**src/hdl/fio_defines.svh**
```systemverilog
// Purpose: Constants for the forced I/O override unit
// Assumes: 32-bit classic Wishbone register bus, byte addresses
// Notes: Point indices are linear: base block first, then expansion blocks
`ifndef FIO_DEFINES_SVH
`define FIO_DEFINES_SVH

// ----------------------------------------------------------------
// Point counts
// ----------------------------------------------------------------
`define FIO_NUM_IN 120
`define FIO_NUM_OUT 72
`define FIO_IN_BITS 128
`define FIO_OUT_BITS 96
`define FIO_OUT_WORDS 3
`define FIO_IN_MASK {8'h00, {120{1'b1}}}
`define FIO_OUT_MASK {24'h000000, {72{1'b1}}}

// ----------------------------------------------------------------
// Register byte offsets
// ----------------------------------------------------------------
`define FIO_ADR_CTRL 8'h00
`define FIO_ADR_STAT 8'h04
`define FIO_ADR_IN_DESIG 8'h10
`define FIO_ADR_IN_VALUE 8'h20
`define FIO_ADR_OUT_DESIG 8'h30
`define FIO_ADR_OUT_VALUE 8'h40
`define FIO_ADR_IN_IMAGE 8'h50
`define FIO_ADR_OUT_IMAGE 8'h60

// ----------------------------------------------------------------
// Control bits, write one to act
// ----------------------------------------------------------------
`define FIO_CTRL_TOGGLE 0
`define FIO_CTRL_RELEASE_ALL 1
`define FIO_CTRL_CLEAR_ALL 2
`define FIO_CTRL_SYS_DL 3
`define FIO_CTRL_PROG_DL 4
`define FIO_CTRL_DL_SUSPEND 5

// ----------------------------------------------------------------
// Status bits
// ----------------------------------------------------------------
`define FIO_STAT_ACTIVE 0
`define FIO_STAT_ANY 1
`define FIO_STAT_RUNNING 2

// ----------------------------------------------------------------
// Special input points and reset values
// ----------------------------------------------------------------
`define FIO_STOP_PT 1
`define FIO_RESET_PT 2
`define FIO_ACTIVE_RST 1'b0

`endif

```
**src/hdl/fio_pkg.sv**
```systemverilog
// Purpose: Types for the forced I/O override unit
// Assumes: fio_defines.svh supplies the widths
// Notes: Types only; numbers live in the header
`include "fio_defines.svh"

package fio_pkg;

  // ----------------------------------------------------------------
  // Scan and system event carriers
  // ----------------------------------------------------------------
  typedef struct packed {
    logic inRefresh;
    logic outRefresh;
    logic running;
    logic maintainOutputsOnStopFlag;
  } fio_scan_t;

  typedef struct packed {
    logic powerUp;
    logic batteryFail;
  } fio_sys_t;

  typedef enum logic [3:0] {
    FIO_REG_CTRL,
    FIO_REG_STAT,
    FIO_REG_IN_DESIG,
    FIO_REG_IN_VALUE,
    FIO_REG_OUT_DESIG,
    FIO_REG_OUT_VALUE,
    FIO_REG_IN_IMAGE,
    FIO_REG_OUT_IMAGE,
    FIO_REG_NONE
  } fio_reg_t;

endpackage : fio_pkg

```
**src/hdl/fio_image.sv**
```systemverilog
// Purpose: One scan image register with force substitution
// Assumes: load is a one-cycle refresh strobe
// Notes: Image changes only on load, so a whole scan sees one image
`timescale 1ns/1ps

module fio_image #(
  parameter int W = 8
) (
  input wire logic clk,
  input wire logic rst,
  input wire logic load,
  input wire logic active,
  input wire logic [W-1:0] desig,
  input wire logic [W-1:0] value,
  input wire logic [W-1:0] base,
  input wire logic baseValid,
  input wire logic keepPrev,
  output logic [W-1:0] image
);

  logic [W-1:0] image_r;
  logic [W-1:0] image_nxt;
  logic [W-1:0] normal;
  logic [W-1:0] forceSel;

  // ----------------------------------------------------------------
  // Substitution
  // ----------------------------------------------------------------
  always_comb begin
    // Suspended forcing leaves designated points on their normal value
    forceSel = active ? desig : '0;
    if (baseValid) begin
      normal = base;
    end else if (keepPrev) begin
      normal = image_r;
    end else begin
      normal = '0;
    end
    // Forced value replaces the normal one, even with no valid base
    image_nxt = image_r;
    if (load) begin
      image_nxt = (forceSel & value) | (~forceSel & normal);
    end
  end

  always_ff @(posedge clk) begin
    if (rst) begin
      image_r <= '0;
    end else begin
      image_r <= image_nxt;
    end
  end

  assign image = image_r;

endmodule : fio_image

```
**src/hdl/fio_override.sv**
```systemverilog
// Purpose: Forced I/O override unit for a controller's discrete I/O image
// Assumes: Classic Wishbone slave, 40 MHz clk, synchronous active-high rst
// Notes: Scan strobes come from the scan sequencer; one-cycle ack
//
// Function
// - Each input and output point has its own designation and forced value.
// - Covers base inputs 0-35 octal, outputs 0-21, plus three expansion blocks.
// - Active forcing replaces terminal state or program result with forced value.
// - Run/stop keeps designations; forced outputs hold regardless of maintain flag.
// - Power-up keeps designations but suspends forcing.
// - Power-up with failed battery erases all designations.
// - Program download keeps designations; downloader chooses suspension.
// - Reset input, clear-all or system software download erase designations.
// - Counter, catch and interrupt inputs see physical signals only.
// - Stop and reset inputs may be forced; forced reset erases designations.
// - Suspended forcing uses actual inputs and program outputs.
// - Each start/suspend command toggles forcing, designations untouched.
// - Designation stays until released; released point behaves normally.
// - One command releases every designation at once.
// - Forcing running or stopped is readable status and an indicator.
//
// Design decisions made here: the Wishbone interface to the registers and the address map.
`timescale 1ns/1ps
`include "fio_defines.svh"

module fio_override
  import fio_pkg::*;
(
  input wire logic clk,
  input wire logic rst,
  // Wishbone slave
  input wire logic wbCyc,
  input wire logic wbStb,
  input wire logic wbWe,
  input wire logic [7:0] wbAdr,
  input wire logic [3:0] wbSel,
  input wire logic [31:0] wbDatI,
  output logic [31:0] wbDatO,
  output logic wbAck,
  // Scan and system
  input wire fio_scan_t scan,
  input wire fio_sys_t sys,
  input wire logic [`FIO_NUM_IN-1:0] physIn,
  input wire logic [`FIO_NUM_OUT-1:0] progOut,
  output logic [`FIO_NUM_IN-1:0] inImage,
  output logic [`FIO_NUM_OUT-1:0] outDrive,
  output logic [`FIO_NUM_IN-1:0] fastIn,
  output logic stopReq,
  output logic forceRunning
);

  // ----------------------------------------------------------------
  // Helper functions
  // ----------------------------------------------------------------
  function automatic fio_reg_t regOf(input logic [7:0] adr);
    fio_reg_t r;
    r = FIO_REG_NONE;
    if (adr == `FIO_ADR_CTRL) begin
      r = FIO_REG_CTRL;
    end else if (adr == `FIO_ADR_STAT) begin
      r = FIO_REG_STAT;
    end else if ({adr[7:4], 4'h0} == `FIO_ADR_IN_DESIG) begin
      r = FIO_REG_IN_DESIG;
    end else if ({adr[7:4], 4'h0} == `FIO_ADR_IN_VALUE) begin
      r = FIO_REG_IN_VALUE;
    end else if ({adr[7:4], 4'h0} == `FIO_ADR_IN_IMAGE) begin
      r = FIO_REG_IN_IMAGE;
    end else if (adr[3:2] != 2'h3) begin
      if ({adr[7:4], 4'h0} == `FIO_ADR_OUT_DESIG) begin
        r = FIO_REG_OUT_DESIG;
      end else if ({adr[7:4], 4'h0} == `FIO_ADR_OUT_VALUE) begin
        r = FIO_REG_OUT_VALUE;
      end else if ({adr[7:4], 4'h0} == `FIO_ADR_OUT_IMAGE) begin
        r = FIO_REG_OUT_IMAGE;
      end
    end
    // Only word-aligned addresses map
    if (adr[1:0] != 2'h0) begin
      r = FIO_REG_NONE;
    end
    return r;
  endfunction : regOf

  function automatic logic [31:0] beMerge(
    input logic [31:0] old,
    input logic [31:0] nw,
    input logic [3:0] sel
  );
    logic [31:0] m;
    m = old;
    for (int b = 0; b < 4; b++) begin
      if (sel[b]) begin
        m[b*8 +: 8] = nw[b*8 +: 8];
      end
    end
    return m;
  endfunction : beMerge

  // Effective level of an input point as the program would see it
  function automatic logic effIn(
    input logic act,
    input logic dsg,
    input logic val,
    input logic phy
  );
    return (act && dsg) ? val : phy;
  endfunction : effIn

  // ----------------------------------------------------------------
  // Force state
  // ----------------------------------------------------------------
  logic [`FIO_IN_BITS-1:0] inDesig_r;
  logic [`FIO_IN_BITS-1:0] inDesig_nxt;
  logic [`FIO_IN_BITS-1:0] inValue_r;
  logic [`FIO_IN_BITS-1:0] inValue_nxt;
  logic [`FIO_OUT_BITS-1:0] outDesig_r;
  logic [`FIO_OUT_BITS-1:0] outDesig_nxt;
  logic [`FIO_OUT_BITS-1:0] outValue_r;
  logic [`FIO_OUT_BITS-1:0] outValue_nxt;
  logic forceActive_r;
  logic forceActive_nxt;
  logic [`FIO_NUM_IN-1:0] fastIn_nxt;
  logic [`FIO_NUM_IN-1:0] fastInReg_r;
  logic stopReq_r;
  logic stopReq_nxt;
  logic forceRunning_r;

  logic wrReq;
  fio_reg_t wrReg;
  logic [1:0] wrWord;
  logic [31:0] ctrlBits;
  logic resetEff;
  logic eraseAll;

  assign wrReq = wbCyc && wbStb && wbWe && !wbAck;
  assign wrReg = regOf(wbAdr);
  assign wrWord = wbAdr[3:2];
  assign ctrlBits = (wrReq && wrReg == FIO_REG_CTRL) ? (wbDatI & {{24{1'b0}}, wbSel[0] ? 8'hff : 8'h00}) : 32'h0;

  // Reset input acts on its effective level, so forcing it on erases at once
  assign resetEff = effIn(forceActive_r, inDesig_r[`FIO_RESET_PT], inValue_r[`FIO_RESET_PT],
    physIn[`FIO_RESET_PT]);

  always_comb begin
    eraseAll = resetEff || ctrlBits[`FIO_CTRL_CLEAR_ALL] || ctrlBits[`FIO_CTRL_SYS_DL];
    if (sys.powerUp && sys.batteryFail) begin
      eraseAll = 1'b1;
    end
  end

  always_comb begin
    inDesig_nxt = inDesig_r;
    inValue_nxt = inValue_r;
    outDesig_nxt = outDesig_r;
    outValue_nxt = outValue_r;
    forceActive_nxt = forceActive_r;
    // Word writes set or release single points; other words are untouched
    if (wrReq) begin
      case (wrReg)
        FIO_REG_IN_DESIG: begin
          inDesig_nxt[wrWord*32 +: 32] = beMerge(inDesig_r[wrWord*32 +: 32], wbDatI, wbSel);
        end
        FIO_REG_IN_VALUE: begin
          inValue_nxt[wrWord*32 +: 32] = beMerge(inValue_r[wrWord*32 +: 32], wbDatI, wbSel);
        end
        FIO_REG_OUT_DESIG: begin
          outDesig_nxt[wrWord*32 +: 32] = beMerge(outDesig_r[wrWord*32 +: 32], wbDatI, wbSel);
        end
        FIO_REG_OUT_VALUE: begin
          outValue_nxt[wrWord*32 +: 32] = beMerge(outValue_r[wrWord*32 +: 32], wbDatI, wbSel);
        end
        default: begin
        end
      endcase
    end
    // Toggling touches only the active flag, never the point lists
    if (ctrlBits[`FIO_CTRL_TOGGLE]) begin
      forceActive_nxt = !forceActive_r;
    end
    // Download keeps the lists; the downloader decides on suspension
    if (ctrlBits[`FIO_CTRL_PROG_DL] && ctrlBits[`FIO_CTRL_DL_SUSPEND]) begin
      forceActive_nxt = 1'b0;
    end
    if (sys.powerUp) begin
      forceActive_nxt = 1'b0;
    end
    if (ctrlBits[`FIO_CTRL_RELEASE_ALL]) begin
      inDesig_nxt = '0;
      outDesig_nxt = '0;
    end
    // Hardware erase wins over a designation written in the same cycle
    if (eraseAll) begin
      inDesig_nxt = '0;
      outDesig_nxt = '0;
      inValue_nxt = '0;
      outValue_nxt = '0;
    end
    // Points beyond the largest model never exist
    inDesig_nxt = inDesig_nxt & `FIO_IN_MASK;
    inValue_nxt = inValue_nxt & `FIO_IN_MASK;
    outDesig_nxt = outDesig_nxt & `FIO_OUT_MASK;
    outValue_nxt = outValue_nxt & `FIO_OUT_MASK;
  end

  always_ff @(posedge clk) begin
    if (rst) begin
      inDesig_r <= '0;
      inValue_r <= '0;
      outDesig_r <= '0;
      outValue_r <= '0;
      forceActive_r <= `FIO_ACTIVE_RST;
    end else begin
      inDesig_r <= inDesig_nxt;
      inValue_r <= inValue_nxt;
      outDesig_r <= outDesig_nxt;
      outValue_r <= outValue_nxt;
      forceActive_r <= forceActive_nxt;
    end
  end

  // ----------------------------------------------------------------
  // Scan images
  // ----------------------------------------------------------------
  logic [`FIO_NUM_IN-1:0] inImg;
  logic [`FIO_NUM_OUT-1:0] outImg;

  fio_image #(
    .W(`FIO_NUM_IN)
  ) uInImage (
    .clk(clk),
    .rst(rst),
    .load(scan.inRefresh),
    .active(forceActive_r),
    .desig(inDesig_r[`FIO_NUM_IN-1:0]),
    .value(inValue_r[`FIO_NUM_IN-1:0]),
    .base(physIn),
    .baseValid(1'b1),
    .keepPrev(1'b0),
    .image(inImg)
  );

  // Stopped: unforced outputs go off or hold per the maintain flag,
  // forced ones keep their value in either case
  fio_image #(
    .W(`FIO_NUM_OUT)
  ) uOutImage (
    .clk(clk),
    .rst(rst),
    .load(scan.outRefresh),
    .active(forceActive_r),
    .desig(outDesig_r[`FIO_NUM_OUT-1:0]),
    .value(outValue_r[`FIO_NUM_OUT-1:0]),
    .base(progOut),
    .baseValid(scan.running),
    .keepPrev(scan.maintainOutputsOnStopFlag),
    .image(outImg)
  );

  assign inImage = inImg;
  assign outDrive = outImg;

  // ----------------------------------------------------------------
  // Physical taps and indicators
  // ----------------------------------------------------------------
  always_comb begin
    // Fast functions bypass forcing entirely
    fastIn_nxt = physIn;
    stopReq_nxt = effIn(forceActive_r, inDesig_r[`FIO_STOP_PT], inValue_r[`FIO_STOP_PT],
      physIn[`FIO_STOP_PT]);
  end

  always_ff @(posedge clk) begin
    if (rst) begin
      fastInReg_r <= '0;
      stopReq_r <= 1'b0;
      forceRunning_r <= 1'b0;
    end else begin
      fastInReg_r <= fastIn_nxt;
      stopReq_r <= stopReq_nxt;
      forceRunning_r <= forceActive_nxt;
    end
  end

  assign fastIn = fastInReg_r;
  assign stopReq = stopReq_r;
  assign forceRunning = forceRunning_r;

  // ----------------------------------------------------------------
  // Wishbone answer
  // ----------------------------------------------------------------
  logic wbAck_r;
  logic wbAck_nxt;
  logic [31:0] wbDatO_r;
  logic [31:0] wbDatO_nxt;
  logic [`FIO_IN_BITS-1:0] inImgWide;
  logic [`FIO_OUT_BITS-1:0] outImgWide;

  assign inImgWide = {{(`FIO_IN_BITS-`FIO_NUM_IN){1'b0}}, inImg};
  assign outImgWide = {{(`FIO_OUT_BITS-`FIO_NUM_OUT){1'b0}}, outImg};

  always_comb begin
    // Single-cycle answer; ack drops in the cycle after it was given
    wbAck_nxt = wbCyc && wbStb && !wbAck_r;
    wbDatO_nxt = 32'h0;
    if (wbCyc && wbStb && !wbWe && !wbAck_r) begin
      case (wrReg)
        FIO_REG_STAT: begin
          wbDatO_nxt[`FIO_STAT_ACTIVE] = forceActive_r;
          wbDatO_nxt[`FIO_STAT_ANY] = |{inDesig_r, outDesig_r};
          wbDatO_nxt[`FIO_STAT_RUNNING] = scan.running;
        end
        FIO_REG_IN_DESIG: begin
          wbDatO_nxt = inDesig_r[wrWord*32 +: 32];
        end
        FIO_REG_IN_VALUE: begin
          wbDatO_nxt = inValue_r[wrWord*32 +: 32];
        end
        FIO_REG_OUT_DESIG: begin
          wbDatO_nxt = outDesig_r[wrWord*32 +: 32];
        end
        FIO_REG_OUT_VALUE: begin
          wbDatO_nxt = outValue_r[wrWord*32 +: 32];
        end
        FIO_REG_IN_IMAGE: begin
          wbDatO_nxt = inImgWide[wrWord*32 +: 32];
        end
        FIO_REG_OUT_IMAGE: begin
          wbDatO_nxt = outImgWide[wrWord*32 +: 32];
        end
        default: begin
          // Control reads as zero, unmapped answers zero
          wbDatO_nxt = 32'h0;
        end
      endcase
    end
  end

  always_ff @(posedge clk) begin
    if (rst) begin
      wbAck_r <= 1'b0;
      wbDatO_r <= 32'h0;
    end else begin
      wbAck_r <= wbAck_nxt;
      wbDatO_r <= wbDatO_nxt;
    end
  end

  assign wbAck = wbAck_r;
  assign wbDatO = wbDatO_r;

endmodule : fio_override

```
**config.mk**
```make
export PLATFORM = sky130hd
export DESIGN_NAME = fio_override
export DESIGN_NICKNAME = d
export VERILOG_FILES = /design/src/hdl/fio_pkg.sv /design/src/hdl/fio_image.sv /design/src/hdl/fio_override.sv
export VERILOG_INCLUDE_DIRS = /design/src /design/src/hdl
export SDC_FILE = /design/constraint.sdc
export NUM_CORES = 2
export LEC_CHECK = 0
export BUFFER_PORTS_ARGS = -buffer_cell sky130_fd_sc_hd__clkbuf_2
export CAP_MARGIN = 0
export CORE_MARGIN = 10
export CORE_UTILIZATION = 55
export CTS_BUF_LIST = sky130_fd_sc_hd__clkbuf_4
export CTS_CLUSTER_DIAMETER = 40
export DETAILED_ROUTE_END_ITERATION = 6
export PLACE_DENSITY = 0.8
export SLEW_MARGIN = 5
export SYNTH_ARGS = -nofsm -noshare
export SYNTH_HDL_FRONTEND = slang
export SYNTH_SLANG_ARGS = --single-unit
export TNS_END_PERCENT = 5
```
**constraint.sdc**
```tcl
create_clock -name clk -period 4.7 [get_ports clk]
set_clock_uncertainty 0.05 [all_clocks]
set_input_delay 0.94 -clock clk [delete_from_list [all_inputs] [get_ports clk]]
set_output_delay 0.94 -clock clk [all_outputs]
set_load 0.05 [all_outputs]
```
Word level (Yosys, flattened, before mapping) --
Cells that the tools add are included.
Operators by class: reductions and logical operators 28, shift operators 12, muxes and demuxes 73, bitwise logic cells 10, equal/unequal tests 15, add/subtract/negate cells 1
Operators with widths (number):
- $mux W8 | 48
- $shiftx A128 B8 Y32 | 3
- $shiftx A96 B8 Y32 | 3
- $bwmux W128 | 2
- $shiftx A32 B34 Y128 | 2
- $and A120 B120 Y120 | 2
- $reduce_or A224 Y1 | 1
- $mux W72 | 3
- $bwmux W96 | 2
- $shiftx A32 B34 Y96 | 2
- $pmux W29 S6 | 1
- $and A72 B72 Y72 | 2
- $shift A32 B34 Y128 const A | 1
- $mux W120 | 1
- $not A120 Y120 | 1
- $or A120 B120 Y120 | 1
- $shift A32 B34 Y96 const A | 1
- $not A72 Y72 | 1
- $or A72 B72 Y72 | 1
- $mux W4 | 10
- $neg A7 Y34 | 1
- $eq A4 B3 Y1 const B | 7
- $pmux W3 S7 | 1
- $eq A4 B2 Y1 const B | 4
- other kinds (16) | 38
Storage, ports and cells: bits in registers 795, input port bits 247, word-level logic and storage cells 154, output and inout port bits 347

Logic depth before layout (Yosys ltp) --
word-level depth 18, gate-level depth with buffers 12, gate-level depth less buffers 7

Cells and area by module --
From an unflattened synthesis, not the netlist that was laid out.
Unflattened totals: cell total of the unflattened synthesis 4457, area, all modules 37562.3 um^2
Modules (own cells, without submodules):
- fio_override | cells an instance 2961, seq. area each 10790.3 um^2, area an instance 25087.8 um^2, instances 1
- fio_image at uInImage | cells an instance 934, seq. area each 2402.3 um^2, area an instance 7179.4 um^2, instances 1
- fio_image at uOutImage | cells an instance 562, seq. area each 1441.4 um^2, area an instance 5295.1 um^2, instances 1

Worst setup path after synthesis --
Ideal clock, no wire load.
path kind input-to-reg, from in wbAdr[3], to reg outValue_r[41], slack 0.944 ns, library setup time 0.070 ns, data required time 4.580 ns, data arrival time 3.637 ns, stages on the path 11, buffers on the path 4, path through clkbuf_1 clkinv_1 clkbuf_1 ha_1 buf_6 or3b_4 a21o_1 or3_4 buf_2 or3_1 a21oi_1
On the way: word-level cells in the longest chain between the ends 15, elaborated cells between the ends (all ways) 36, those cells by class add/sub: 1; eq/ne: 3; shift: 3; mux: 22; reduce/logical: 7
Ends and longest elaborated chain:
- start, declared | line fio_override.sv:35 | input wire logic [7:0] wbAdr,
- parallel branches: the longest is 15 deep, another holds $shiftx A96 B8 Y32
- end signal, assigned | line fio_override.sv:216 | outValue_r <= outValue_nxt;
- end, declared | line fio_override.sv:118 | logic [`FIO_OUT_BITS-1:0] outValue_r;
Parallel ways; which one is timed is not known. The select of a mux whose other input is x is not followed. A chain may end at the register's enable or synchronous reset.

Worst setup path after layout --
from reg forceRunning_r (netlist: forceRunning), to out forceRunning
RTL lines:
- start, declared | line fio_override.sv:126 | logic forceRunning_r;
- start signal, assigned | line fio_override.sv:280 | forceRunning_r <= forceActive_nxt;
- end, declared | line fio_override.sv:49 | output logic forceRunning
No word-level cell between the ends.

==> run summary <==
The critical path data arrival time is 2.32 ns, and the via count of the first global-routing pass is 33300. Of the synthesized area, sequential elements account for 43.1%. For the peak supply drop, the log shows 0.307 mV. The slew of the pin with the lowest slew margin works out to 1.23 ns. The clock period could shrink to 3.31 ns. The main flop type after synthesis is dfxtp_1. Clock tree synthesis found a total of 731 sinks.

Fraction of final layout cells with drive strength greater than 1: 23.5%. In this design, the largest share of critical-path delay is due to flip-flops. Based on the critical path, the design can be clocked at up to 302 MHz. After synthesis, the mean cell area works out to 8.48 µm². The floorplan has 90 rows. The final reports fail on design-rule violations.

On the worst path, the slowest cell contributes a delay of 0.80 ns. The largest individual stage delay along the critical path comes from the cell dfxtp_4. The synthesized flop and latch total is 731, and the total via count in the routed design is 35400.

The clock-pin slew reported for the worst setup and hold paths after clock tree synthesis was 0.06 ns; the die extent in y was 268 µm. 594 I/O pins were placed. The die covers 72000 µm². The die width is 268 µm. Dividing total power by cell area gives a power density of 350 nW/µm². The tools report the kind of end point of the critical path as a primary output. After detailed placement, the design holds a cell count of 5087.

The startpoint-to-endpoint class of the critical path is flop to primary output. The count of buffers inserted at the top-level ports is 593, and the portion of synthesized cell area occupied by the leading cell type is 43.1%. Adding up every negative setup slack in the final design gives 0 ns.

For the setup-violating endpoint count in the final report, the log shows 0. TritonCTS built the clock tree. The placeable core region came out at 60700 µm². STA classifies the critical path startpoint as a flop. The synthesis-to-layout area growth came out at 17.0%. In this run the static leakage power is 0.0146 µW.

Global routing consumed, over all layers together, 37.9% of the routing resources. The synthesized netlist occupies a cell area of 33900 µm². Detailed placement finished with a half-perimeter wire length of 100 mm. Residual DRC count: 7. By area the synthesized netlist is led by dfxtp_1, nand2_1, a22oi_1. The first global-routing pass estimated 208 mm of wire.

The run finished, with violations left. In the finished design, the share of the clock period the worst path needs comes to 70.5%. The number of synthesized flops with an enable pin is 0. The max-slew headroom at the worst pin is 18.2%.

The final layout contains 4756 nets. Setup slack closes at 1.39 ns. The detailed router finished its first iteration with 5228 violations. Counting every net in the synthesized netlist gives 4251. The logs give 58 for the count of unique library cells instantiated by Yosys and 7 for the number of optimization iterations in the first detailed-route pass.

The number of slew-limit violations in the final report came out at 0. The routed design has 143 mm of wire. For the setup slack at placement, the log shows 0.714 ns. The CTS buffer count was 187; the max-capacitance violation count was 0.

Counting flops with an async set or reset pin after synthesis yields a share of 0%. Setup repair after global routing left no endpoint under its margin. Most area-hungry cell type in the Yosys netlist: dfxtp_1.

Global routing finished with a remaining overflow of 0. Yosys printed 0 warnings. At the end of routability-driven placement, the weighted congestion stood at 0.977. Using the TritonRoute via totals, the vias-per-cell ratio works out to 6.54.

Of all nets on the critical path, the largest fanout is 58. Once detail routing completed, the nets flagged for antenna violations numbered 0. The number of standard cells in the layout, taps in and fillers out is 5421, and the total chip power is 13900 µW. The routed length per instance works out to 26.3 µm. In this run the worst hold path is classified as input pin to flop. Once the floorplan was initialized, standard cells occupied 55.9% of the core.

The count of buffering cells on the critical path with inverters included is 1. The tree is rooted in a clkbuf_4. Entering global routing, the biggest net connects 114 pins. The clock passes through at most 3 buffers.

At the worst endpoint, the required time is 3.71 ns. The clock reaches the later pin of the worst-skew pair after 1.11 ns. The number of antenna violations at the first check in global routing is 19, and the number of failing hold endpoints at the final stage is 0. The H-tree was split into 4 levels.

After synthesis, the most frequently instantiated cells are dfxtp_1, nand2_1, nor2_1, a22oi_1, clkbuf_1. Post-CTS repair changed the size of 0 cells. After technology mapping, the gate count stands at 3999.

The signal on the critical path passes through clkbuf_2. Most instantiated library cell after synthesis: dfxtp_1.
what timing repair did:
| action | CTS | global route |
|---|---|---|
| hold buffers | 10 | 0 |
| buffers inserted | 0 | 0 |
| endpoints found under the hold margin | 9 | 0 |
layout make-up:
type	count	area, µm²
Fill cell	5259	21000
Multi-Input combinational cell	2865	17700
Sequential cell	731	14600
Timing Repair Buffer	667	3720
Clock buffer	277	2080
Tap cell	782	978
Clock inverter	32	289
Inverter	52	195
Antenna cell	15	37.5
path summary, 6_finish.rpt:
path | end | slack, ns | cells past startpoint | start
hold reg to reg | outValue_r[58]$_SDFFE_PP0P_ | 0.42 | 2 | outValue_r[58]$_SDFFE_PP0P_
setup / recovery | forceRunning | 1.39 | 1 | forceRunning$_SDFFE_PP0P_
setup reg to reg | outDesig_r[3]$_SDFFE_PP0P_ | 1.57 | 5 | wbAck$_SDFF_PP0_
hold / removal | fastIn[81]$_SDFF_PP0_ | 0.06 | 2 | physIn[81]
metrics by stage:
step,util (%),hold WS [ns],instance area [µm²]
floorplan,-,0.391,33900
global placement,61.3,0.403,37200
detailed placement,61.3,0.407,37200
CTS,65.3,0.00176,39700
global route,65.4,0.0136,39700
finish,65.4,0.0602,39700
logic make-up after synthesis:
family | after synthesis | synth area share, %
multiplexers | 195 | 8.53
buffers and inverters | 403 | 4.81
AND/OR/NAND/NOR | 1646 | 21.8
adder cells (fa/ha/maj) | 6 | 0.214
flip-flops | 731 | 43.1
AO/OA/AOI/OAI | 1018 | 21.5
power breakdown:
| part | leakage (µW) | switching [µW] | internal, µW | total (µW) |
|---|---|---|---|---|
| clock | 0.00142 | 2670 | 2990 | 5650 |
| sequential | 0.00596 | 106 | 6350 | 6450 |
| combinational | 0.00725 | 1330 | 468 | 1800 |
| total | 0.0146 | 4100 | 9800 | 13900 |
registers in the layout, summed over array words and instances (netlist names):
name and flops:
fastIn 120, inDesig_r 120, inValue_r 120, uInImage.image 120, outDesig_r 72, outValue_r 72, uOutImage.image 72, wbDatO 32
forceRunning 1, stopReq 1, wbAck 1
worst register-to-register path, stage by stage (launching register included):
cell and delay (ns):
dfxtp_1 0.34, and4b_1 0.71, nand4_1 0.82, nor2_1 0.82, a22oi_1 0.18, nor2_1 0.14
per-layer routing:
metal  share of wire [%]  global-route usage [%]  wire length (µm)  vias up
li1                    -                       -                 -    15600
met1                  34                    43.7             48300    16600
met2                  45                    58.3             64200     2624
met3                  13                    11.9             18600      571
met4                 8.0                    29.1             11400       16
met5               0.074                       0               106        -
cell usage in the layout (no fill, tap or decap), types with 6 or more instances in the layout:
cell	synthesis	final
o2bb2ai_1	33	33
a31oi_1	30	30
inv_1	51	51
nor2b_1	123	122
buf_4	1	55
a21boi_0	33	33
a21oi_1	194	194
clkinv_1	1	19
nor4_1	50	50
nor2_4	0	7
o211ai_1	145	145
dlygate4sd3_1	0	10
clkbuf_2	0	587
dfxtp_1	731	730
nand4_1	23	23
a22oi_1	287	287
nand3_1	179	179
nand2b_1	91	91
a221oi_1	9	9
nor2_1	439	430
mux4_2	72	72
clkbuf_4	0	277
diode_2	0	15
nand2_1	623	623
mux2_2	32	32
mux2i_1	91	91
or3_1	35	35
buf_12	0	11
bufinv_16	0	6
o21a_1	32	32
o32a_1	8	8
a311oi_1	118	118
nor3_1	45	45
a222oi_1	16	16
or2_2	18	18
o21ai_0	63	63
a32o_1	16	16
o31ai_1	20	18
Power figures use the tool's default switching activity.
